<file path="config.mk">
export PLATFORM = sky130hd
export DESIGN_NAME = cml_top
export DESIGN_NICKNAME = d
export VERILOG_FILES = /design/src/cml_pkg.sv /design/src/cml_fetch_dec.sv /design/src/cml_sec_mem.sv /design/src/cml_top.sv
export SDC_FILE = /design/constraint.sdc
export NUM_CORES = 1
export LEC_CHECK = 0
export ABC_AREA = 1
export ABC_CLOCK_PERIOD_IN_PS = 2300
export BUFFER_PORTS_ARGS = -buffer_cell sky130_fd_sc_hd__buf_2
export CAP_MARGIN = 20
export CORE_AREA = 8 8 224 312
export CTS_BUF_LIST = sky130_fd_sc_hd__clkbuf_8
export DETAILED_ROUTE_END_ITERATION = 8
export DIE_AREA = 0 0 232 320
export PLACE_DENSITY_LB_ADDON = 0.05
export SETUP_SLACK_MARGIN = 0.3
export SYNTH_ARGS = -nofsm -noshare
export SYNTH_HDL_FRONTEND = slang
export SYNTH_SLANG_ARGS = --single-unit
export TNS_END_PERCENT = 20
</file>
<file path="constraint.sdc">
create_clock -name clk -period 2.3 [get_ports clk]
set_clock_uncertainty 0.2 [all_clocks]
set_input_delay 0.46 -clock clk [delete_from_list [all_inputs] [get_ports clk]]
set_output_delay 0.46 -clock clk [all_outputs]
set_load 0.01 [all_outputs]
</file>
<file path="src/cml_pkg.sv">
// Constants, types and field layouts of the code map and lock block.
// Assumes a 200 MHz system clock and a synchronous active-high reset.
//
// What this block does
// - Two 8KB flash blocks form one 16KB code range from 0000h to 3FFFh.
// - Latched external-access pin low sends every fetch to the external bus.
// - External-access pin is sampled on every exit from reset.
// - Fetches above the selected on-chip limit go to the external bus.
// - Size field codes 000..101 give 0,1,2,4,8,16KB; 110 and 111 reserved.
// - Size field resets to the 16KB setting.
// - Size register write accepted only right after key bytes AAh then 55h.
// - A new size takes effect at once, on the very next fetch.
// - With 0KB selected, vector fetches in the lowest 1KB go external.
// - Once security array is non-erased, verify bytes are XNOR with array.
// - Lock byte sits at array offset 40h; lock bits three,two,one at 5,4,3.
// - Programmed lock bits persist; only mass erase clears them.
// - Level 2: no table reads of internal code from external code.
// - Level 3 adds no verify and no internal SRAM data moves from external.
// - Level 4 adds a ban on executing code from external memory.
// - Lock bits restrict loader and parallel access, not in-application.
// - Option byte bit 3 set disables the watchdog reset at power-up.
// - Undefined option bits read as 1; option byte readable at FCh.
package cml_pkg;
  localparam logic [7:0]  REG_SIZE_SEL    = 8'hc2;
  localparam logic [7:0]  REG_TA_KEY      = 8'hc7;
  localparam logic [7:0]  REG_OPTION      = 8'hfc;
  localparam logic [7:0]  TA_KEY_FIRST    = 8'haa;
  localparam logic [7:0]  TA_KEY_SECOND   = 8'h55;
  localparam logic [2:0]  SIZE_RESET      = 3'h5;
  localparam logic [15:0] FLASH_TOP       = 16'h3fff;
  localparam logic [15:0] VECTOR_TOP      = 16'h03ff;
  localparam logic [5:0]  LOCK_BYTE_ADDR  = 6'h00;
  localparam logic [6:0]  LOCK_BYTE_OFS   = 7'h40;
  localparam int          LOCK_BIT_THREE  = 5;
  localparam int          LOCK_BIT_TWO    = 4;
  localparam int          LOCK_BIT_ONE    = 3;
  localparam int          OPT_WDT_BIT     = 3;
  localparam logic [7:0]  OPT_UNDEF_ONES  = 8'hf7;
  localparam logic [7:0]  ERASED_BYTE     = 8'hff;
  localparam int          SEC_DEPTH       = 64;
  localparam int          SEC_AW          = 6;
  typedef enum logic [1:0] {
    CML_TA_IDLE,
    CML_TA_HALF,
    CML_TA_OPEN
  } cml_ta_state_t;
  typedef enum logic [1:0] {
    CML_PM_APP,
    CML_PM_LOADER,
    CML_PM_PARALLEL
  } cml_prog_mode_t;
endpackage

</file>
<file path="src/cml_fetch_dec.sv">
// Combinational decode of the on-chip code limit from the size field.
// Also qualifies a raw size field for the top module, through size_legal.
`timescale 1ns/100ps
`default_nettype none
module cml_fetch_dec (
  input  wire logic [2:0]  size_sel,
  input  wire logic [15:0] addr,
  output logic             in_range,
  output logic             size_legal
);
  logic [15:0] limit;
  logic        zero_kb;
  always_comb begin
    limit   = 16'h0000;
    zero_kb = 1'b0;
    unique case (size_sel)
      3'h0: zero_kb = 1'b1;
      3'h1: limit = 16'h03ff;
      3'h2: limit = 16'h07ff;
      3'h3: limit = 16'h0fff;
      3'h4: limit = 16'h1fff;
      3'h5: limit = cml_pkg::FLASH_TOP;
      default: zero_kb = 1'b1;
    endcase
  end
  assign in_range   = !zero_kb && (addr <= limit);
  assign size_legal = (size_sel <= cml_pkg::SIZE_RESET);
endmodule
`default_nettype wire

</file>
<file path="src/cml_sec_mem.sv">
// Security array: 64 bytes of encryption data plus a lock byte.
// Assumes writes come only from the programming path of the top module.
`timescale 1ns/100ps
`default_nettype none
module cml_sec_mem (
  input  wire logic       clk,
  input  wire logic       rst,
  input  wire logic       erase,
  input  wire logic       wr_en,
  input  wire logic [5:0] wr_addr,
  input  wire logic [7:0] wr_data,
  input  wire logic       lock_wr,
  input  wire logic [7:0] lock_data,
  input  wire logic [5:0] rd_addr,
  output logic      [7:0] rd_data_q,
  output logic      [7:0] lock_q,
  output logic            programmed_q
);
  logic [7:0] mem [cml_pkg::SEC_DEPTH];
  logic [cml_pkg::SEC_DEPTH-1:0] used;

  // Flash cells only clear bits; erase is the only way back to FFh.
  genvar g;
  for (g = 0; g < cml_pkg::SEC_DEPTH; g++) begin : g_cell
    always_ff @(posedge clk) begin
      if (erase) begin
        mem[g] <= cml_pkg::ERASED_BYTE;
      end else if (wr_en && wr_addr == 6'(g)) begin
        mem[g] <= mem[g] & wr_data;
      end
    end
    assign used[g] = (mem[g] != cml_pkg::ERASED_BYTE);
  end

  always_ff @(posedge clk) begin
    if (erase) begin
      lock_q <= cml_pkg::ERASED_BYTE;
    end else if (lock_wr) begin
      lock_q <= lock_q & lock_data;
    end
  end

  always_ff @(posedge clk) begin
    rd_data_q    <= mem[rd_addr];
    programmed_q <= |used;
  end
endmodule
`default_nettype wire

</file>
<file path="src/cml_top.sv">
// Code memory map, timed access, lock levels and option byte.
// Assumes fetch, register and programming strobes are synchronous to clk.
`timescale 1ns/100ps
`default_nettype none
module cml_top (
  input  wire logic       clk,
  input  wire logic       rst,
  input  wire logic       ext_access_pin,
  input  wire logic       fetch_req,
  input  wire logic [15:0] fetch_addr,
  input  wire logic       fetch_from_ext,
  input  wire logic       table_read,
  input  wire logic       data_move_int,
  input  wire logic       sfr_wr,
  input  wire logic       sfr_rd,
  input  wire logic [7:0] sfr_addr,
  input  wire logic [7:0] sfr_wdata,
  input  wire logic [1:0] prog_mode,
  input  wire logic       mass_erase,
  input  wire logic       sec_wr,
  input  wire logic [6:0] sec_addr,
  input  wire logic [7:0] sec_wdata,
  input  wire logic       opt_wr,
  input  wire logic [7:0] opt_wdata,
  input  wire logic       verify_req,
  input  wire logic [7:0] verify_code,
  input  wire logic [5:0] verify_key_addr,
  input  wire logic       pm_flash_req,
  output logic            fetch_valid_q,
  output logic            fetch_internal_q,
  output logic            fetch_external_q,
  output logic            fetch_denied_q,
  output logic            table_block_q,
  output logic            data_move_block_q,
  output logic [7:0]      sfr_rdata_q,
  output logic            verify_valid_q,
  output logic [7:0]      verify_data_q,
  output logic            verify_denied_q,
  output logic            pm_flash_grant_q,
  output logic            ea_latched_q,
  output logic [2:0]      code_limit_field_q,
  output logic            watchdog_reset_enable_q
);
  ////////////////////////////////////////////////////////////////////////
  // Reset exit pin capture and timed access.
  logic                   rst_d1_q;
  logic                   ea_pin_q;
  cml_pkg::cml_ta_state_t ta_q;
  cml_pkg::cml_ta_state_t ta_d;
  logic [2:0]             size_q;
  logic [2:0]             size_d;
  logic                   reset_exit;
  logic                   wr_ta;
  logic                   wr_size;
  logic                   size_ok;

  assign reset_exit = rst_d1_q && !rst;
  assign wr_ta   = sfr_wr && (sfr_addr == cml_pkg::REG_TA_KEY);
  assign wr_size = sfr_wr && (sfr_addr == cml_pkg::REG_SIZE_SEL);

  always_ff @(posedge clk) begin
    rst_d1_q <= rst;
  end

  always_ff @(posedge clk) begin
    if (reset_exit) begin
      ea_pin_q <= ext_access_pin;
    end
  end

  always_comb begin
    ta_d = cml_pkg::CML_TA_IDLE;
    unique case (ta_q)
      cml_pkg::CML_TA_IDLE:
        if (wr_ta && sfr_wdata == cml_pkg::TA_KEY_FIRST) begin
          ta_d = cml_pkg::CML_TA_HALF;
        end
      cml_pkg::CML_TA_HALF:
        if (wr_ta && sfr_wdata == cml_pkg::TA_KEY_SECOND) begin
          ta_d = cml_pkg::CML_TA_OPEN;
        end
      cml_pkg::CML_TA_OPEN:
        ta_d = cml_pkg::CML_TA_IDLE;
      default:
        ta_d = cml_pkg::CML_TA_IDLE;
    endcase
  end

  // A reserved code is refused and the old size is kept.
  assign size_d = (wr_size && ta_q == cml_pkg::CML_TA_OPEN && size_ok)
                  ? sfr_wdata[2:0] : size_q;

  always_ff @(posedge clk) begin
    if (rst) begin
      ta_q   <= cml_pkg::CML_TA_IDLE;
      size_q <= cml_pkg::SIZE_RESET;
    end else begin
      ta_q   <= ta_d;
      size_q <= size_d;
    end
  end

  cml_fetch_dec u_chk (
    .size_sel   (sfr_wdata[2:0]),
    .addr       (16'h0000),
    .in_range   (),
    .size_legal (size_ok)
  );

  ////////////////////////////////////////////////////////////////////////
  // Fetch steering, using the live size so a change applies at once.
  logic in_range;
  logic lvl2;
  logic lvl3;
  logic lvl4;
  logic go_int;
  logic [7:0] lock_byte;

  cml_fetch_dec u_dec (
    .size_sel   (size_q),
    .addr       (fetch_addr),
    .in_range   (in_range),
    .size_legal ()
  );

  assign lvl4 = !lock_byte[cml_pkg::LOCK_BIT_THREE];
  assign lvl3 = lvl4 || !lock_byte[cml_pkg::LOCK_BIT_TWO];
  assign lvl2 = lvl3 || !lock_byte[cml_pkg::LOCK_BIT_ONE];
  assign go_int = ea_pin_q && in_range;

  always_ff @(posedge clk) begin
    if (rst) begin
      fetch_valid_q     <= 1'b0;
      fetch_internal_q  <= 1'b0;
      fetch_external_q  <= 1'b0;
      fetch_denied_q    <= 1'b0;
      table_block_q     <= 1'b0;
      data_move_block_q <= 1'b0;
    end else begin
      fetch_valid_q     <= fetch_req;
      fetch_internal_q  <= fetch_req && go_int;
      fetch_external_q  <= fetch_req && !go_int && !lvl4;
      fetch_denied_q    <= fetch_req && !go_int && lvl4;
      table_block_q     <= table_read && fetch_from_ext && lvl2;
      data_move_block_q <= data_move_int && fetch_from_ext && lvl3;
    end
  end

  ////////////////////////////////////////////////////////////////////////
  // Security array, lock byte and option byte.
  logic       prog_access;
  logic       lock_sel;
  logic [7:0] key_byte;
  logic       sec_used;
  logic       verify_pend_q;
  logic [7:0] code_hold_q;
  logic [7:0] opt_q;
  logic       prog_blocked;

  assign prog_blocked = (prog_mode != cml_pkg::CML_PM_APP) && lvl2;
  assign prog_access = sec_wr && !prog_blocked;
  assign lock_sel = (sec_addr == cml_pkg::LOCK_BYTE_OFS);

  cml_sec_mem u_sec (
    .clk          (clk),
    .rst          (rst),
    .erase        (mass_erase),
    .wr_en        (prog_access && !sec_addr[6]),
    .wr_addr      (sec_addr[5:0]),
    .wr_data      (sec_wdata),
    .lock_wr      (prog_access && lock_sel),
    .lock_data    (sec_wdata),
    .rd_addr      (verify_key_addr),
    .rd_data_q    (key_byte),
    .lock_q       (lock_byte),
    .programmed_q (sec_used)
  );

  always_ff @(posedge clk) begin
    if (mass_erase) begin
      opt_q <= cml_pkg::ERASED_BYTE;
    end else if (opt_wr && !prog_blocked) begin
      opt_q <= opt_q & opt_wdata;
    end
  end

  always_ff @(posedge clk) begin
    if (rst) begin
      verify_pend_q   <= 1'b0;
      code_hold_q     <= 8'h00;
      verify_valid_q  <= 1'b0;
      verify_data_q   <= 8'h00;
      verify_denied_q <= 1'b0;
    end else begin
      verify_pend_q   <= verify_req && !lvl3;
      code_hold_q     <= verify_code;
      verify_valid_q  <= verify_pend_q;
      verify_denied_q <= verify_req && lvl3;
      if (verify_pend_q) begin
        verify_data_q <= sec_used ? ~(code_hold_q ^ key_byte)
                                  : code_hold_q;
      end
    end
  end

  ////////////////////////////////////////////////////////////////////////
  // Register reads and status outputs.
  logic [7:0] rd_mux;
  logic [7:0] opt_view;
  assign opt_view = opt_q | cml_pkg::OPT_UNDEF_ONES;
  assign rd_mux = (sfr_addr == cml_pkg::REG_SIZE_SEL) ? {5'h00, size_q}
                : (sfr_addr == cml_pkg::REG_OPTION)   ? opt_view
                : 8'h00;

  always_ff @(posedge clk) begin
    if (rst) begin
      sfr_rdata_q             <= 8'h00;
      pm_flash_grant_q        <= 1'b0;
      ea_latched_q            <= 1'b0;
      code_limit_field_q      <= cml_pkg::SIZE_RESET;
      watchdog_reset_enable_q <= 1'b0;
    end else begin
      sfr_rdata_q        <= sfr_rd ? rd_mux : 8'h00;
      pm_flash_grant_q   <= pm_flash_req && !prog_blocked;
      ea_latched_q       <= ea_pin_q;
      code_limit_field_q <= size_q;
      watchdog_reset_enable_q <= !opt_q[cml_pkg::OPT_WDT_BIT];
    end
  end

  ////////////////////////////////////////////////////////////////////////
  // Checks.
  chk_pin_low_ext: assert property (@(posedge clk) disable iff (rst)
    fetch_req && !ea_pin_q |=> !fetch_internal_q)
    else $error("Fetch went internal with pin low.");
  chk_ta_gate: assert property (@(posedge clk) disable iff (rst)
    wr_size && ta_q != cml_pkg::CML_TA_OPEN |=> $stable(size_q))
    else $error("Size changed without key sequence.");
  chk_size_reset: assert property (@(posedge clk)
    rst |=> size_q == cml_pkg::SIZE_RESET)
    else $error("Size did not reset to 16KB.");
  chk_limit_ext: assert property (@(posedge clk) disable iff (rst)
    fetch_req && fetch_addr > cml_pkg::FLASH_TOP |=> !fetch_internal_q)
    else $error("Fetch above 16KB went internal.");
  chk_zero_vec: assert property (@(posedge clk) disable iff (rst)
    fetch_req && size_q == 3'h0 && fetch_addr <= cml_pkg::VECTOR_TOP
    |=> !fetch_internal_q)
    else $error("Vector fetch stayed internal at 0KB.");
  chk_lvl4_exec: assert property (@(posedge clk) disable iff (rst)
    fetch_req && lvl4 |=> !fetch_external_q)
    else $error("External execution at level 4.");
  chk_verify_ban: assert property (@(posedge clk) disable iff (rst)
    verify_req && lvl3 |=> ##1 !verify_valid_q)
    else $error("Verify answered at level 3.");
  chk_table_block: assert property (@(posedge clk) disable iff (rst)
    table_read && fetch_from_ext && lvl2 |=> table_block_q)
    else $error("Table read not blocked at level 2.");
  chk_wdt_erase: assert property (@(posedge clk) disable iff (rst)
    mass_erase |=> ##1 !watchdog_reset_enable_q)
    else $error("Watchdog enabled after option erase.");
  chk_wdt_enable: assert property (@(posedge clk) disable iff (rst)
    opt_wr && !opt_wdata[cml_pkg::OPT_WDT_BIT] && !prog_blocked
    && !mass_erase |=> ##1 watchdog_reset_enable_q)
    else $error("Watchdog not enabled by cleared option bit.");

  // Size register and pin: keyed writes land, reserved codes do not, 55h after AAh opens the window, pin latches on reset exit.
  chk_size_accept: assert property (@(posedge clk) disable iff (rst)
    wr_size && ta_q == cml_pkg::CML_TA_OPEN && sfr_wdata[7:3] == 5'h00
    && sfr_wdata[2:0] <= cml_pkg::SIZE_RESET
    |=> {5'h00, size_q} == $past(sfr_wdata))
    else $error("Keyed size write did not land.");
  chk_size_reserved: assert property (@(posedge clk) disable iff (rst)
    wr_size && sfr_wdata[2:0] > cml_pkg::SIZE_RESET |=> $stable(size_q))
    else $error("Reserved size code was taken.");
  chk_ta_order: assert property (@(posedge clk) disable iff (rst)
    ta_q == cml_pkg::CML_TA_HALF && wr_ta
    && sfr_wdata == cml_pkg::TA_KEY_SECOND |=> ta_q == cml_pkg::CML_TA_OPEN)
    else $error("Second key byte did not open the window.");
  chk_pin_latch: assert property (@(posedge clk) disable iff (rst)
    reset_exit |=> ea_pin_q == $past(ext_access_pin))
    else $error("Pin not latched on reset exit.");

  // Fetch steering: one target per fetch, internal inside the mapped range.
  chk_one_target: assert property (@(posedge clk) disable iff (rst)
    fetch_valid_q |-> $onehot({fetch_internal_q, fetch_external_q,
                               fetch_denied_q}))
    else $error("Fetch answer not exactly one target.");
  chk_int_fetch: assert property (@(posedge clk) disable iff (rst)
    fetch_req && ea_pin_q && size_q == cml_pkg::SIZE_RESET
    && fetch_addr <= cml_pkg::FLASH_TOP |=> fetch_internal_q)
    else $error("Fetch inside 16KB did not go internal.");
  chk_vec_int: assert property (@(posedge clk) disable iff (rst)
    fetch_req && ea_pin_q && size_q == 3'h1
    && fetch_addr <= cml_pkg::VECTOR_TOP |=> fetch_internal_q)
    else $error("Fetch inside 1KB did not go internal.");

  // Lock levels against verify, data moves, table reads and loader access.
  chk_verify_lat: assert property (@(posedge clk) disable iff (rst)
    verify_req && !lvl3 |=> ##1 verify_valid_q)
    else $error("Verify not answered below level 3.");
  chk_data_block: assert property (@(posedge clk) disable iff (rst)
    data_move_int && fetch_from_ext && lvl3 |=> data_move_block_q)
    else $error("Data move not blocked at level 3.");
  chk_data_free: assert property (@(posedge clk) disable iff (rst)
    data_move_int && !fetch_from_ext |=> !data_move_block_q)
    else $error("Data move from internal code blocked.");
  chk_table_int: assert property (@(posedge clk) disable iff (rst)
    table_read && !fetch_from_ext |=> !table_block_q)
    else $error("Table read from internal code blocked.");
  chk_loader_block: assert property (@(posedge clk) disable iff (rst)
    pm_flash_req && prog_mode != cml_pkg::CML_PM_APP && lvl2
    |=> !pm_flash_grant_q)
    else $error("Loader access granted while locked.");
  chk_app_grant: assert property (@(posedge clk) disable iff (rst)
    pm_flash_req && prog_mode == cml_pkg::CML_PM_APP |=> pm_flash_grant_q)
    else $error("In-application access refused.");
  chk_lock_persist: assert property (@(posedge clk) disable iff (rst)
    !mass_erase |=> (lock_byte & ~$past(lock_byte)) == 8'h00)
    else $error("Lock bit came back without erase.");
  chk_opt_read: assert property (@(posedge clk) disable iff (rst)
    sfr_rd && sfr_addr == cml_pkg::REG_OPTION
    |=> (sfr_rdata_q & cml_pkg::OPT_UNDEF_ONES) == cml_pkg::OPT_UNDEF_ONES)
    else $error("Undefined option bits did not read as one.");

  cov_size_change: cover property (@(posedge clk) wr_size
    && ta_q == cml_pkg::CML_TA_OPEN);
  cov_ext_fetch: cover property (@(posedge clk) fetch_external_q);
  cov_enc_verify: cover property (@(posedge clk) verify_valid_q && sec_used);
  cov_lvl4_deny: cover property (@(posedge clk) fetch_denied_q);
  cov_zero_kb: cover property (@(posedge clk) fetch_req && size_q == 3'h0);
endmodule
`default_nettype wire

</file>
==> metrics.cfg <==
[status]
status=complete, but fails checks
violations=negative setup slack

[clocking]
clk_pin_slew_ns=0.06
cts_root_buf=clkbuf_8
clock_sinks=568
cts-htree-levels=3
clock_path_buffers=3
clk_latency_ns=0.73
cts_tree=built
cts_buffers=91

[yosys]
muxShareOfSynthArea_pct=0
ys_ff_latch=568
yosys.area.top_type=edfxtp_1
synthXorXnorAreaFrac_pct=0.241
seq_area_frac_synth_pct=56.8
synthCells=3270
synth_compound_area_share_pct=15.4
synth_top_cells_by_count=nand2_1, o21ai_0, edfxtp_1
yosys_warnings=0
ys.flop_type=edfxtp_1
netlist.area_leader.share_pct=53.0
synth.area.top_cells=edfxtp_1, o21ai_0, nand2_1
async_flop_share_pct=0
ys_types=40
avgSynthCellArea_um2=8.89
syn_nets=3366
synthAdderAreaFrac_pct=0.473
synth_edf_count=513
synthesis.area_mm2=0.0291
synth_most_common_cell=nand2_1
synth_top_family_by_area=simple AND/OR/NAND/NOR gates
synth-simple-area-share_pct=20.5

[detailed_routing]
drc_errors=0
viasPerCell=5.83
wl_um=120000
drtIter0Drc=2888
wl_per_cell_um=25.9
ant_nets=0
drtPass1Iterations=9
vias=27000

[setup_path]
rr_startpoint=u_sec.lock_q[4]
critPathCapture=u_sec.mem[62][4]
crit_path_max_fanout=8
worst-setup-path-type=flip-flop to flip-flop
reg2reg_to=u_sec.mem[62][4]
ff2ff_path_depth=14
critPathLaunch=u_sec.lock_q[4]
critPathRequiredTime_ns=2.54
end_kind=flip-flop
rrSetupSlack_ns=-0.16
start_kind=flip-flop
crit_arrival_ns=2.70

[die]
io_pins=115
die-area_mm2=0.0742
start_util_pct=44.7
core-area_mm2=0.0650
dieHeight_um=320
die_x_um=232
row_count=111

[timing]
finalMaxSlewViolations=0
period_minus_slack_ns=2.46
slew_headroom_pct=41.2
fmax_ghz=0.406
hold_viol_final=0
setup_slack_ns=-0.160
rsz0062_at_grt=yes
tightest_slew_ns=0.882
finalSetupViolations=525
finalSetupTns_ns=-26.33
min_period_over_period_pct=107

[finish]
final_nets=3812
drive_gt1_share_pct=21.3
fin_area_mm2=0.0369
area_growth_pct=27.0

[place]
gp_routability_congestion=1.03
place_area_mm2=0.0335
dpl_worst_slack_ns=-0.419
dpl.hpwl_um=84100
port_buffers=107

[power_and_ir_drop]
power.internal_mw=16.4
switchingPower_mw=5.94
seq_power_share_pct=50.6
power_density_mw_per_mm2=606
peakVddDrop_mv=0.486
clkPwrFrac_pct=38.1
leakagePower_nw=15.2
switching_share_pct=26.6
combPwrFrac_pct=11.3

[grt]
grt_pass1_vias=26800
grt-ovfl-total=0
antenna_found_initial=3
grt_pass1_wl_um=174000
grt_max_degree=51
grt_use_total_pct=31.7

[flow_run]
cap_violations=0

[worst_hold_path]
hp-class=input pin to flip-flop
hold_path_startpoint=sec_wr

## timing repair
| item | CTS | global route |
|---|---|---|
| gates resized for setup | 163 | 106 |
| setup buffers | 18 | 9 |
| hold buffers | 51 | 0 |
| pin swaps | 66 | 84 |
| endpoints found under the setup margin | 1019 | 1032 |
| endpoints found under the hold margin | 48 | 0 |
## layout make-up
type,count,area (µm²)
Antenna cell,2,5.00
Inverter,308,1180
Sequential cell,568,16500
Timing Repair Buffer,539,4890
Tap cell,847,1060
Clock inverter,66,353
Multi-Input combinational cell,2208,11500
Clock buffer,100,1380
Fill cell,5873,28100
## cell usage in the layout (no fill, tap or decap), drive strengths merged, types with 3 or more instances in the layout
cell type | netlist | layout
nand2 | 821 | 821
o21ai | 665 | 665
edfxtp | 513 | 513
buf | 55 | 488
inv | 307 | 348
nor2 | 225 | 225
a21oi | 171 | 171
nand4 | 104 | 104
clkbuf | 131 | 100
nor4 | 70 | 70
nand3 | 58 | 58
dfxtp | 55 | 55
dlygate4sd3 | 0 | 51
nor3 | 34 | 34
o211ai | 28 | 28
clkinv | 1 | 19
ha | 11 | 11
xor2 | 8 | 8
a221oi | 4 | 4
clkinvlp | 0 | 4
bufinv | 0 | 3
## metrics by stage
| step | hold WS, ns | power [mW] | cells | util (%) |
|---|---|---|---|---|
| 2_1_floorplan | 0.208 | 12.6 | 3270 | - |
| 3_3_place_gp | 0.234 | 13.8 | 4392 | 51.6 |
| 3_5_place_dp | 0.234 | 13.8 | 4392 | 51.6 |
| 4_1_cts | 0.0321 | 22.4 | 4627 | 56.1 |
| 5_1_grt | 0.0858 | 23.1 | 4638 | 56.8 |
| 6_report | 0.115 | 22.4 | 4638 | 56.8 |
## how the worst min path moves through the flow
stage                              end  cells after the start
3_3_place_gp   watchdog_reset_enable_q                      1
5_1_grt                u_sec.lock_q[4]                      4
4_1_cts                u_sec.lock_q[4]                      4
3_5_place_dp   watchdog_reset_enable_q                      1
2_1_floorplan  watchdog_reset_enable_q                      1
6_report               u_sec.lock_q[4]                      5
## layer usage
layer  part of all wire (%)  global-route usage (%)  up-vias
met2                     49                    53.8     1363
met3                    7.4                    4.79      338
met4                    7.2                    21.4        2
met1                     36                    36.6    13100
met5                  0.011                       0        -
li1                       -                       -    12200
## power by group through the flow
stage | clock network [mW] | registers, mW | logic [mW]
6_report | 8.53 | 11.3 | 2.53
5_1_grt | 9.07 | 11.3 | 2.67
4_1_cts | 8.67 | 11.3 | 2.45
3_5_place_dp | 0 | 11.5 | 2.32
3_3_place_gp | 0 | 11.5 | 2.31
2_1_floorplan | 0 | 11.5 | 1.09
## worst max-delay path: stages, from the launching register on
cell and delay, ns:
dfxtp_2 0.35, nand2_4 0.07, inv_4 0.06, nand2_4 0.05
o21ai_4 0.07, nand2_4 0.08, nor2_8 0.20, buf_6 0.15
buf_6 0.10, nand3_4 0.09, nor2_4 0.20, buf_8 0.18
nand2_8 0.06, nor2_4 0.21, o21ai_1 0.11
## state kept, by name, indices dropped and copies added, names as in the netlist, 2 cells and up
register and count:
u_sec.lock_q 3, ta_q 2, u_sec.rd_data_q 8, verify_data_q 8, code_hold_q 8, u_sec.mem 512, code_limit_field_q 3, size_q 3
sfr_rdata_q 5
## cells by family (layout without fill, tap and decap cells)
group | count (synthesis) | count (layout)
AND/OR/NAND/NOR | 1315 | 1315
adder cells (fa/ha/maj) | 11 | 11
flip-flops | 568 | 568
AO/OA/AOI/OAI | 874 | 874
XOR/XNOR | 8 | 8
buffers and inverters | 494 | 1013
other | 0 | 2
No activity file was read; power rests on OpenSTA's default activity.
